===== src/scl_pkg.sv =====
/*
  Shared constants and types of the strap configuration latch: register
  offsets, strap level codes, configuration field encodings and reset values.
  Assumes nothing of its surroundings beyond a SystemVerilog compiler.
*/
package scl_pkg;

  // Strap level codes: 0..3 are pull-downs 0 ohm..100 kohm, 4..7 pull-ups 100 kohm..0 ohm.
  localparam int          STRAP_N        = 5;
  localparam int          CODE_W         = 3;
  localparam logic [2:0]  CODE_SW_MODE   = 3'h7;
  localparam logic [2:0]  CODE_PULLUP    = 3'h4;
  localparam int          IDX_ROLE       = 0;
  localparam int          IDX_FMT        = 1;
  localparam int          IDX_SLOT       = 2;
  localparam int          IDX_CLK        = 3;
  localparam int          IDX_FILT       = 4;

  // Wishbone register map, byte addresses of 32-bit words.
  localparam int          ADR_W          = 8;
  localparam logic [7:0]  ADR_STATUS     = 8'h00;
  localparam logic [7:0]  ADR_ACTIVE     = 8'h04;
  localparam logic [7:0]  ADR_SW_CFG     = 8'h08;
  localparam logic [7:0]  ADR_STRAPS     = 8'h0C;

  // Status register bit positions.
  localparam int          ST_IN_RESET    = 0;
  localparam int          ST_READY       = 1;
  localparam int          ST_SW_MODE     = 2;
  localparam int          ST_CFG_ERR     = 3;
  localparam int          ST_AUTODETECT  = 4;

  // Base rates of the two families and reference ratios.
  localparam int          BASE_48K_HZ    = 48000;
  localparam int          BASE_44K1_HZ   = 44100;
  localparam logic [9:0]  RATIO_BCLK     = 10'h040;
  localparam logic [9:0]  RATIO_MCLK256  = 10'h100;
  localparam logic [9:0]  RATIO_MCLK512  = 10'h200;

  // The only rates that autodetect will lock to, in Hz.
  localparam int          AUTOD_RATES_HZ [7] = '{32000, 44100, 48000, 88200, 96000, 176400, 192000};

  typedef enum logic [1:0] {SCL_R48, SCL_R96, SCL_R192, SCL_RAUTO} scl_rate_t;
  typedef enum logic [2:0] {SCL_I2S, SCL_LJ, SCL_TDM_MIN, SCL_TDM_MAX, SCL_FMT_UNDEF} scl_fmt_t;
  typedef enum logic [1:0] {SCL_BCLK64, SCL_MCLK512_BYP, SCL_MCLK256_PLL, SCL_MCLK512_PLL} scl_clk_t;
  typedef enum logic [1:0] {SCL_ST_RESET, SCL_ST_LATCH, SCL_ST_RUN} scl_state_t;

  typedef struct packed {
    logic      role_primary;
    scl_rate_t rate;
    scl_fmt_t  fmt;
    logic      launch_full;
    logic [2:0] slot_pair;
    scl_clk_t  clk_ref;
    logic      order_rev;
    logic      hpf_bypass;
    logic      linear;
    logic      fast;
  } scl_cfg_t;

  localparam logic [15:0] SW_CFG_RST     = 16'h0020;

  // Flags combinations that the clocking cannot support, and any undefined format.
  function automatic logic scl_cfg_err(input scl_cfg_t c);
    logic bclk;
    bclk = (c.clk_ref == SCL_BCLK64);
    return (bclk && (c.role_primary || c.rate == SCL_RAUTO || c.fmt == SCL_TDM_MAX))
           || (c.fmt == SCL_FMT_UNDEF);
  endfunction

endpackage


===== src/scl_dec_if.sv =====
/*
  Carrier between the latch core and the strap decoder: latched strap codes
  one way, decoded settings the other. Assumes both ends share one clock.
*/
`timescale 1ns/1ps
`default_nettype none
interface scl_dec_if;
  import scl_pkg::*;

  logic [STRAP_N-1:0][CODE_W-1:0] strap;
  scl_cfg_t                       cfg;
  logic                           sw_mode;
  logic                           err;

  modport dec  (input strap, output cfg, output sw_mode, output err);
  modport core (output strap, input cfg, input sw_mode, input err);
endinterface
`default_nettype wire


===== src/scl_strap_decode.sv =====
/*
  Combinational decoder from five 3-bit strap level codes to configuration
  settings. Assumes the codes are already latched and stable.
*/
`timescale 1ns/1ps
`default_nettype none
module scl_strap_decode
  import scl_pkg::*;
(
  scl_dec_if.dec dif
);

  // Each strap is decoded separately except the slot pair, which depends on the format; mirrored tables share one folded index.
  always_comb begin
    logic [2:0] c0;
    logic [2:0] c1;
    logic [1:0] m4;
    logic [1:0] m5;
    scl_cfg_t   c;
    c0 = dif.strap[IDX_ROLE];
    c1 = dif.strap[IDX_FMT];
    m4 = dif.strap[IDX_CLK][2] ? ~dif.strap[IDX_CLK][1:0] : dif.strap[IDX_CLK][1:0];
    m5 = dif.strap[IDX_FILT][2] ? ~dif.strap[IDX_FILT][1:0] : dif.strap[IDX_FILT][1:0];
    c = scl_cfg_t'(SW_CFG_RST);
    dif.sw_mode = (c0 == CODE_SW_MODE);
    c.role_primary = (c0 >= CODE_PULLUP) && !dif.sw_mode;
    case (c0)
      3'h6, 3'h1: c.rate = SCL_R48;
      3'h5, 3'h2: c.rate = SCL_R96;
      3'h4, 3'h3: c.rate = SCL_R192;
      3'h0:       c.rate = SCL_RAUTO;
      default:    c.rate = SCL_R48;
    endcase
    c.launch_full = 1'b0;
    case (c1)
      3'h7: c.fmt = SCL_TDM_MIN;
      3'h6: c.fmt = SCL_TDM_MAX;
      3'h5: begin
        c.fmt = SCL_TDM_MAX;
        c.launch_full = 1'b1;
      end
      3'h1: c.fmt = SCL_LJ;
      3'h0: c.fmt = SCL_I2S;
      default: c.fmt = SCL_FMT_UNDEF;
    endcase
    // Slot pair n carries slots 2n and 2n+1; only meaningful for maximum-slot TDM.
    c.slot_pair = (c.fmt == SCL_TDM_MAX) ? dif.strap[IDX_SLOT] : 3'h0;
    c.clk_ref = scl_clk_t'(m4);
    c.order_rev = !dif.strap[IDX_CLK][2];
    c.hpf_bypass = dif.strap[IDX_FILT][2];
    c.linear = m5[1];
    c.fast = m5[0];
    dif.cfg = c;
    dif.err = !dif.sw_mode && scl_cfg_err(c);
  end

endmodule
`default_nettype wire


===== src/scl_strap_latch.sv =====
/*
  Strap configuration latch: qualifies device reset, samples the five strap
  level codes when reset is released, holds the decoded settings until the
  next reset, and hands over to a Wishbone-written register in software mode.
  Assumes all inputs are synchronous to clk_i and a classic Wishbone master.
*/
// Our own choices: register access over Wishbone and the address map.
`timescale 1ns/1ps
`default_nettype none
module scl_strap_latch
  import scl_pkg::*;
#(
  parameter int DATA_W = 32
) (
  input  wire logic              clk_i,
  input  wire logic              rst_i,
  input  wire logic              ce_i,
  input  wire logic              reset_n_i,
  input  wire logic              avdd_low_i,
  input  wire logic              dvdd_low_i,
  input  wire logic [CODE_W-1:0] role_rate_strap_i,
  input  wire logic [CODE_W-1:0] format_strap_i,
  input  wire logic [CODE_W-1:0] slot_pair_strap_i,
  input  wire logic [CODE_W-1:0] clock_order_strap_i,
  input  wire logic [CODE_W-1:0] filter_strap_i,
  input  wire logic [ADR_W-1:0]  wb_adr_i,
  input  wire logic [DATA_W-1:0] wb_dat_i,
  input  wire logic [3:0]        wb_sel_i,
  input  wire logic              wb_we_i,
  input  wire logic              wb_cyc_i,
  input  wire logic              wb_stb_i,
  output logic [DATA_W-1:0]      wb_dat_o,
  output logic                   wb_ack_o,
  output scl_cfg_t               cfg_o,
  output logic                   device_in_reset_o,
  output logic                   config_ready_o,
  output logic                   sw_mode_o,
  output logic                   cfg_err_o,
  output logic                   autodetect_en_o,
  output logic [9:0]             ref_ratio_o,
  output logic                   gain_pins_en_o,
  output logic [CODE_W-1:0]      i2c_addr_sel_o
);

  typedef struct packed {
    scl_state_t                     fsm;
    logic [STRAP_N-1:0][CODE_W-1:0] strap;
    scl_cfg_t                       act;
    scl_cfg_t                       sw;
    logic                           sw_mode;
    logic                           err;
    logic                           ready;
    logic                           in_rst;
    logic                           autod;
    logic [9:0]                     ratio;
    logic                           gain_en;
    logic [CODE_W-1:0]              i2c_sel;
    logic                           ack;
    logic [DATA_W-1:0]              rdat;
  } scl_st_t;

  scl_st_t                        st_r;
  scl_st_t                        st_nxt;
  logic [STRAP_N-1:0][CODE_W-1:0] strap_in;
  logic [DATA_W-1:0]              sel_mask;
  logic [STRAP_N*CODE_W-1:0]      strap_word;
  logic                           dev_rst;

  scl_dec_if dif ();

  scl_strap_decode u_dec (
    .dif (dif.dec)
  );

  // Straps arrive as level codes from the pin comparators.
  assign strap_in[IDX_ROLE] = role_rate_strap_i;
  assign strap_in[IDX_FMT]  = format_strap_i;
  assign strap_in[IDX_SLOT] = slot_pair_strap_i;
  assign strap_in[IDX_CLK]  = clock_order_strap_i;
  assign strap_in[IDX_FILT] = filter_strap_i;
  assign dif.strap          = st_r.strap;

  // Device reset: pin low or either supply monitor below threshold.
  assign dev_rst = !reset_n_i || avdd_low_i || dvdd_low_i;

  // Byte-lane mask and readback of the latched codes.
  genvar gi;
  generate
    for (gi = 0; gi < DATA_W / 8; gi++) begin : g_lane
      assign sel_mask[8*gi +: 8] = {8{wb_sel_i[gi]}};
    end
    for (gi = 0; gi < STRAP_N; gi++) begin : g_strap
      assign strap_word[CODE_W*gi +: CODE_W] = st_r.strap[gi];
    end
  endgenerate

  // Next state: bus slave, reset sequencing and settings selection.
  always_comb begin
    logic     hit;
    scl_cfg_t swn;
    st_nxt = st_r;
    hit = wb_cyc_i && wb_stb_i && !st_r.ack;
    swn = scl_cfg_t'((st_r.sw & ~sel_mask[15:0]) | (wb_dat_i[15:0] & sel_mask[15:0]));
    st_nxt.ack = hit;
    st_nxt.rdat = '0;
    if (hit && !wb_we_i) begin
      case (wb_adr_i)
        ADR_STATUS: begin
          st_nxt.rdat[ST_IN_RESET]   = st_r.in_rst;
          st_nxt.rdat[ST_READY]      = st_r.ready;
          st_nxt.rdat[ST_SW_MODE]    = st_r.sw_mode;
          st_nxt.rdat[ST_CFG_ERR]    = st_r.err;
          st_nxt.rdat[ST_AUTODETECT] = st_r.autod;
        end
        ADR_ACTIVE: st_nxt.rdat = DATA_W'(st_r.act);
        ADR_SW_CFG: st_nxt.rdat = DATA_W'(st_r.sw);
        ADR_STRAPS: st_nxt.rdat = DATA_W'(strap_word);
        default:    st_nxt.rdat = '0;
      endcase
    end
    // The software register may be written outside the reset state, where it is held at SW_CFG_RST, but only steers the block in software mode.
    if (hit && wb_we_i && wb_adr_i == ADR_SW_CFG) begin
      st_nxt.sw = swn;
    end
    case (st_r.fsm)
      SCL_ST_RESET: begin
        st_nxt.in_rst = 1'b1;
        st_nxt.ready = 1'b0;
        st_nxt.sw = scl_cfg_t'(SW_CFG_RST);
        if (!dev_rst) begin
          st_nxt.strap = strap_in;
          st_nxt.fsm = SCL_ST_LATCH;
        end
      end
      SCL_ST_LATCH: begin
        // One cycle lets the decoder settle on the captured codes.
        st_nxt.sw_mode = dif.sw_mode;
        st_nxt.act = dif.sw_mode ? st_r.sw : dif.cfg;
        st_nxt.err = dif.sw_mode ? scl_cfg_err(st_r.sw) : dif.err;
        st_nxt.ready = 1'b1;
        st_nxt.in_rst = 1'b0;
        st_nxt.fsm = SCL_ST_RUN;
      end
      SCL_ST_RUN: begin
        // Hardware settings stay frozen; strap pins are not looked at again.
        if (st_r.sw_mode) begin
          st_nxt.act = st_r.sw;
          st_nxt.err = scl_cfg_err(st_r.sw);
        end
      end
      default: st_nxt.fsm = SCL_ST_RESET;
    endcase
    if (dev_rst) begin
      st_nxt.fsm = SCL_ST_RESET;
      st_nxt.in_rst = 1'b1;
      st_nxt.ready = 1'b0;
    end
    // Autodetect locks only to the listed rates and needs a master-clock reference.
    st_nxt.autod = st_nxt.ready && st_nxt.act.rate == SCL_RAUTO
                   && st_nxt.act.clk_ref != SCL_BCLK64;
    // Ratios are multiples of the family base rate, 48 kHz or 44.1 kHz.
    case (st_nxt.act.clk_ref)
      SCL_BCLK64:      st_nxt.ratio = RATIO_BCLK;
      SCL_MCLK256_PLL: st_nxt.ratio = RATIO_MCLK256;
      default:         st_nxt.ratio = RATIO_MCLK512;
    endcase
    st_nxt.gain_en = st_nxt.sw_mode && st_nxt.ready;
    st_nxt.i2c_sel = st_nxt.sw_mode ? st_nxt.strap[IDX_FILT] : '0;
  end

  // All state in one register; the clock enable freezes everything except the synchronous reset rst_i.
  always_ff @(posedge clk_i) begin
    if (rst_i) begin
      st_r <= '{fsm: SCL_ST_RESET, strap: '0, act: scl_cfg_t'(SW_CFG_RST),
                sw: scl_cfg_t'(SW_CFG_RST), in_rst: 1'b1, ratio: RATIO_MCLK256,
                default: '0};
    end else if (ce_i) begin
      st_r <= st_nxt;
    end
  end

  // Every output is a field of the state register.
  assign wb_dat_o          = st_r.rdat;
  assign wb_ack_o          = st_r.ack;
  assign cfg_o             = st_r.act;
  assign device_in_reset_o = st_r.in_rst;
  assign config_ready_o    = st_r.ready;
  assign sw_mode_o         = st_r.sw_mode;
  assign cfg_err_o         = st_r.err;
  assign autodetect_en_o   = st_r.autod;
  assign ref_ratio_o       = st_r.ratio;
  assign gain_pins_en_o    = st_r.gain_en;
  assign i2c_addr_sel_o    = st_r.i2c_sel;
endmodule
`default_nettype wire


===== config.mk =====
export PLATFORM = sky130hd
export DESIGN_NAME = scl_strap_latch
export DESIGN_NICKNAME = d
export VERILOG_FILES = /design/src/scl_pkg.sv /design/src/scl_dec_if.sv /design/src/scl_strap_decode.sv /design/src/scl_strap_latch.sv
export SDC_FILE = /design/constraint.sdc
export NUM_CORES = 1
export LEC_CHECK = 0
export BUFFER_PORTS_ARGS = -buffer_cell sky130_fd_sc_hd__buf_4
export CAP_MARGIN = 20
export CORE_MARGIN = 8
export CORE_UTILIZATION = 50
export DETAILED_ROUTE_END_ITERATION = 10
export PLACE_DENSITY = 0.78
export SYNTH_ARGS = -nofsm -noshare
export SYNTH_HDL_FRONTEND = slang
export SYNTH_SLANG_ARGS = --single-unit

===== constraint.sdc =====
create_clock -name clk_i -period 2.75 [get_ports clk_i]
set_clock_uncertainty 0.15 [all_clocks]
set_input_delay 0.4125 -clock clk_i [delete_from_list [all_inputs] [get_ports clk_i]]
set_output_delay 0.4125 -clock clk_i [all_outputs]
set_load 0.05 [all_outputs]

==> Word level (Yosys, flattened, before mapping) <==
Index checks and enable logic that the tools add are counted.
Widths: inputs -> output; s select.
{ "word_totals": {"rom_bits": 0, "out_inout_bits": 68, "latch_bits": 0, "mem_bits_rw": 0, "ff_bits": 101, "elab_cells": 138, "mem_count": 0, "in_bits": 68} }
{ "classes": {"order_cmp": 1, "bitwise": 7, "n_eq_ne": 24, "mux": 26, "add_sub_neg": 0, "n_div": 0, "reduce_logical": 44, "mul": 0, "shifts": 0} }
{ "op_table": {"columns": ["operator", "n"], "rows": [
  ["$mux 16", 5],
  ["$pmux 11 s3", 1],
  ["$and 16x16->16", 2],
  ["$pmux 16 s2", 1],
  ["$eq 3x3->1 const B", 8],
  ["$pmux 10 s2", 1],
  ["$pmux 5 s4", 1],
  ["$mux 17", 1],
  ["$eq 8x4->1 const B", 2],
  ["$not 16->16", 1],
  ["$or 16x16->16", 1],
  ["$mux 15", 1],
  ["$eq 3x2->1 const B", 4],
  ["$logic_and 1x1->1", 12],
  ["$pmux 2 s3", 2],
  ["$pmux 3 s4", 1],
  ["$eq 2x2->1 const B", 5],
  ["$eq 8x3->1 const B", 1],
  ["$logic_not 2->1", 4],
  ["$logic_not 8->1", 1],
  ["$logic_or 1x1->1", 8],
  ["$mux 2", 4],
  ["$logic_not 3->1", 2],
  ["$mux 3", 2],
  ["15 further kinds", 31]
]} }

==> Longest topological paths before layout <==
{ "logic_depth": {"word_depth": 11, "depth_mapped": 8, "depth_no_buf": 7} }

==> By module <==
A second synthesis with hierarchy kept.
{ "unflattened": {"cells_unflattened": 473, "hier_area_um2": 4154.0} }
{ "by_module_without_submodules": {"columns": ["module", "seq_area_each_um2", "area_each_um2", "instances", "cells_per_inst"], "rows": [
  ["scl_strap_latch", 1561.5, 3925.0, 1, 442],
  ["scl_strap_decode", 0.0, 229.0, 1, 31]
]} }

==> Worst setup path after synthesis <==
Ideal clock, no wire load.
{ "synth_path": {"path_type": "flip-flop to flip-flop", "start": "register st_r[100] (netlist bit)", "end": "register st_r (netlist bit ref_ratio_o[6])", "setup_time_ps": 58, "t_arrival_ps": 1851, "stages_incl_launch_ff": 7, "path_slack_ps": 691, "synth_period_minus_slack_ps": 2059, "n_path_buf": 0, "required_ps": 2542, "path_cell_list": "dfxtp_1 -> inv_1 -> ha_1 -> o21ai_0 -> a222oi_1 -> nor2b_1 -> a31o_2"} }
{ "synth_via": {"elab_chain_cells": 4, "elab_cells_between_ends": 6, "classes_between": "eq/ne: 3; mux: 2; reduce/logical: 1"} }
{ "synth_lines": {"columns": ["element", "line", "rtl"], "rows": [
  ["start: declaration", "scl_strap_latch.sv:62", "scl_st_t st_r;"],
  ["start signal: assignment", "scl_strap_latch.sv:174", "st_r <= '{fsm: SCL_ST_RESET, strap: '0, act: scl_cfg_t'(SW_CFG_RST),"],
  ["start signal: assignment", "scl_strap_latch.sv:178", "st_r <= st_nxt;"],
  ["$eq 2x2->1 or $eq 2x1->1 (tied branches)", "scl_strap_latch.sv:125", "case (st_r.fsm)"],
  ["$pmux 16 s2 *", "scl_strap_latch.sv:125", null],
  ["$eq 2x2->1 or $logic_not 2->1 (tied branches)", "scl_strap_latch.sv:162", "case (st_nxt.act.clk_ref)"],
  ["$pmux 10 s2 *", "scl_strap_latch.sv:162", null]
]} }
Mark *: on every way between the ends. The rest lies on a longest branch, timed or not.
A chain may end at the register's enable or synchronous reset.

==> Worst setup path in the final report <==
Ends and elaborated chain as after synthesis.

==> out/qor.csv <==
metric;value;unit
Post-CTS Hold Buffers;0;
first-pass GRT wire length;18200;um
fmax;430;MHz
H-tree depth;3;
total die area;11900;um^2
gp weighted congestion;0.923;
Sum Neg Setup Slack;0;ps
Synth Instances;499;
initial antenna violation count;0;
Main synth FF type;dfxtp_1;
DRC violations left;0;
total CTS buffers;9;
HPWL Detailed;8940;um
Post-Route WL;11400;um
Slew Limit Fails;0;
Least-Margin Pin Slew;756;ps
Period minus WS final;2320;ps
post-CTS sizing;0;
VDD IR max;0.318;mV
1st-iter DRT viols;232;
Pwr Total;2.34;mW
FFs w/ async S/R, synth;0;
status;finished clean;
1st-pass router iterations;5;
die width;109;um
Root Driver;clkbuf_8;
count leader, synth;dfxtp_1;
remaining antenna violation count after routing;0;
Tcrit/Tclk final;0.845;
vias per cell;5.43;
Arr. time, crit path;2420;ps
CTS Sinks;78;
routed len/inst;17.3;um
HP Class;in -> reg;
placed cell count;641;
post-synth top area share;0.361;
Area Growth Syn to Fin;14.1;%
die height;109;um
Final setup viols;0;
TritonCTS clock tree;built;
crit path launch type;flop;
Synth Warn #;0;
GRT Residual Overflow;0;
max incr delay on CP;470;ps
Slew headroom;0.495;
port bufs;94;
EDFF count, synth;0;
Site Rows;34;
gr usage total;0.193;
layout cells sized above 1;0.295;
synth unique cells;60;
CP endpoint kind;flop;
Final Hold Fails;0;
Pleak;2.04;nW
clk buf depth;2;
Hold Worst Slack;143;ps
cell taking the most area after synthesis;dfxtp_1;
Ant. Diodes;0;
Post-Syn Area;4330;um^2
sequential share of the synthesized area;0.361;
register bit total from synthesis;78;
pin count of the biggest net entering global routing;33;
post-CTS setup buffers;0;
unrepaired setup endpoints after global routing;false;
Finished Layout Cells;657;
PwrDens;475;nW/um^2
core area;8550;um^2
routed via count;3569;
Max Cap Violations;0;
Reg clk slew, reported paths;80;ps
worst-path cell chain;inv_1, ha_1, nand4_1, nand2_1, a221o_1, nor2b_1, a31o_2;
syn_area_per_cell;8.67;um^2
Nets;617;
clk_lat worst skew;350;ps
Initial Util;0.506;
WP data required;2840;ps
IO Pins;136;
Commonest cells post-synth;dfxtp_1, buf_4, nand2_1, nor2_1, a21oi_1;
fin util;0.577;
vias in the first global route;3577;
largest fanout on the critical path;14;
slowest stage cell on the critical path;ha_1;
synth top area cells;dfxtp_1, buf_4, nand2_1;
WS Path Type;reg -> reg;
[metrics by stage]
stage	cell area, um^2	setup WS, ps
finish	4930	426
global route	4930	146
CTS	4930	486
detailed placement	4730	425
global placement	4730	447
floorplan	4410	691
[power by group]
| group | total (mW) | internal (mW) | switching, mW |
|---|---|---|---|
| Sequential | 1.17 | 1.15 | 0.0219 |
| Clock | 0.866 | 0.468 | 0.397 |
| Combinational | 0.311 | 0.109 | 0.203 |
| Total | 2.34 | 1.72 | 0.622 |
[layout by cell type, fill, tap and decap left out, drive strengths merged, types with 2 or more instances in the layout]
master	instances
buf	103
clkbuf	13
o41ai	2
nor2b	5
nand3b	3
a31oi	2
mux2	10
a221oi	2
a211oi	5
nor2	65
a2bb2oi	3
xor2	2
mux4	5
xnor2	3
o2bb2ai	4
inv	13
nand3	5
nand2	63
o21ai	10
ha	5
conb	23
nor3b	2
a21oi	25
nor3	5
and2	4
a22oi	22
a22o	16
mux2i	21
dfxtp	78
or3	4
and3	5
[worst paths after layout]
check	from	end	slack, ps	cells past startpoint
worst max register to register	st_r[100]$_SDFFE_PP0P_	ref_ratio_o[6]$_SDFFE_PP0P_	430	7
worst max-delay path	st_r[100]$_SDFFE_PP0P_	ref_ratio_o[6]$_SDFFE_PP0P_	430	7
worst min register to register	wb_dat_o[2]$_SDFFE_PP0P_	wb_dat_o[2]$_SDFFE_PP0P_	300	2
worst min-delay path	wb_dat_i[8]	st_r[60]$_SDFFE_PP0P_	140	3
[critical path: cells and delay by family, from the launching register on]
kind            cells  cell delay, ps
buf+inv             1             130
fa+ha+maj           1             470
simple gates        3             580
flops               1             360
compound gates      2             530
[final cells by class]
class | count | area, um^2
repair buffers | 103 | 773
clock inverters | 3 | 42.5
inverters | 13 | 48.8
multi-input cells | 339 | 2210
clock buffers | 13 | 159
flip-flops and latches | 78 | 1560
well taps | 108 | 135
fillers | 814 | 3620
[cells by family (layout without fill, tap and decap cells)]
logic type                 count (synthesis)  count (layout)  synth area share
other                                      1              23          0.000867
xor gates and xnor gates                   5               5            0.0101
and+or+nand+nor                          167             167             0.181
muxes                                     36              36             0.101
DFF                                       78              78             0.361
adders and majority gates                  5               5            0.0145
AOI/OAI and AO/OA                        103             103             0.186
buffers and inverters                    104             132             0.146
[registers in the layout, summed over array words and instances, names as in the netlist, 3 cells and up]
signal	flops
st_r	18
cfg_o	16
wb_dat_o	16
dif.strap	15
i2c_addr_sel_o	3
ref_ratio_o	3
[per-layer routing]
| layer | part of all wire | track usage | routed length, um |
|---|---|---|---|
| met1 | 0.42 | 0.233 | 4740 |
| met2 | 0.49 | 0.326 | 5610 |
| met3 | 0.070 | 0.0443 | 797 |
| met4 | 0.021 | 0.0753 | 244 |
| met5 | 0 | 0 | 0 |
Note: power is estimated with default switching activity, not from simulation.
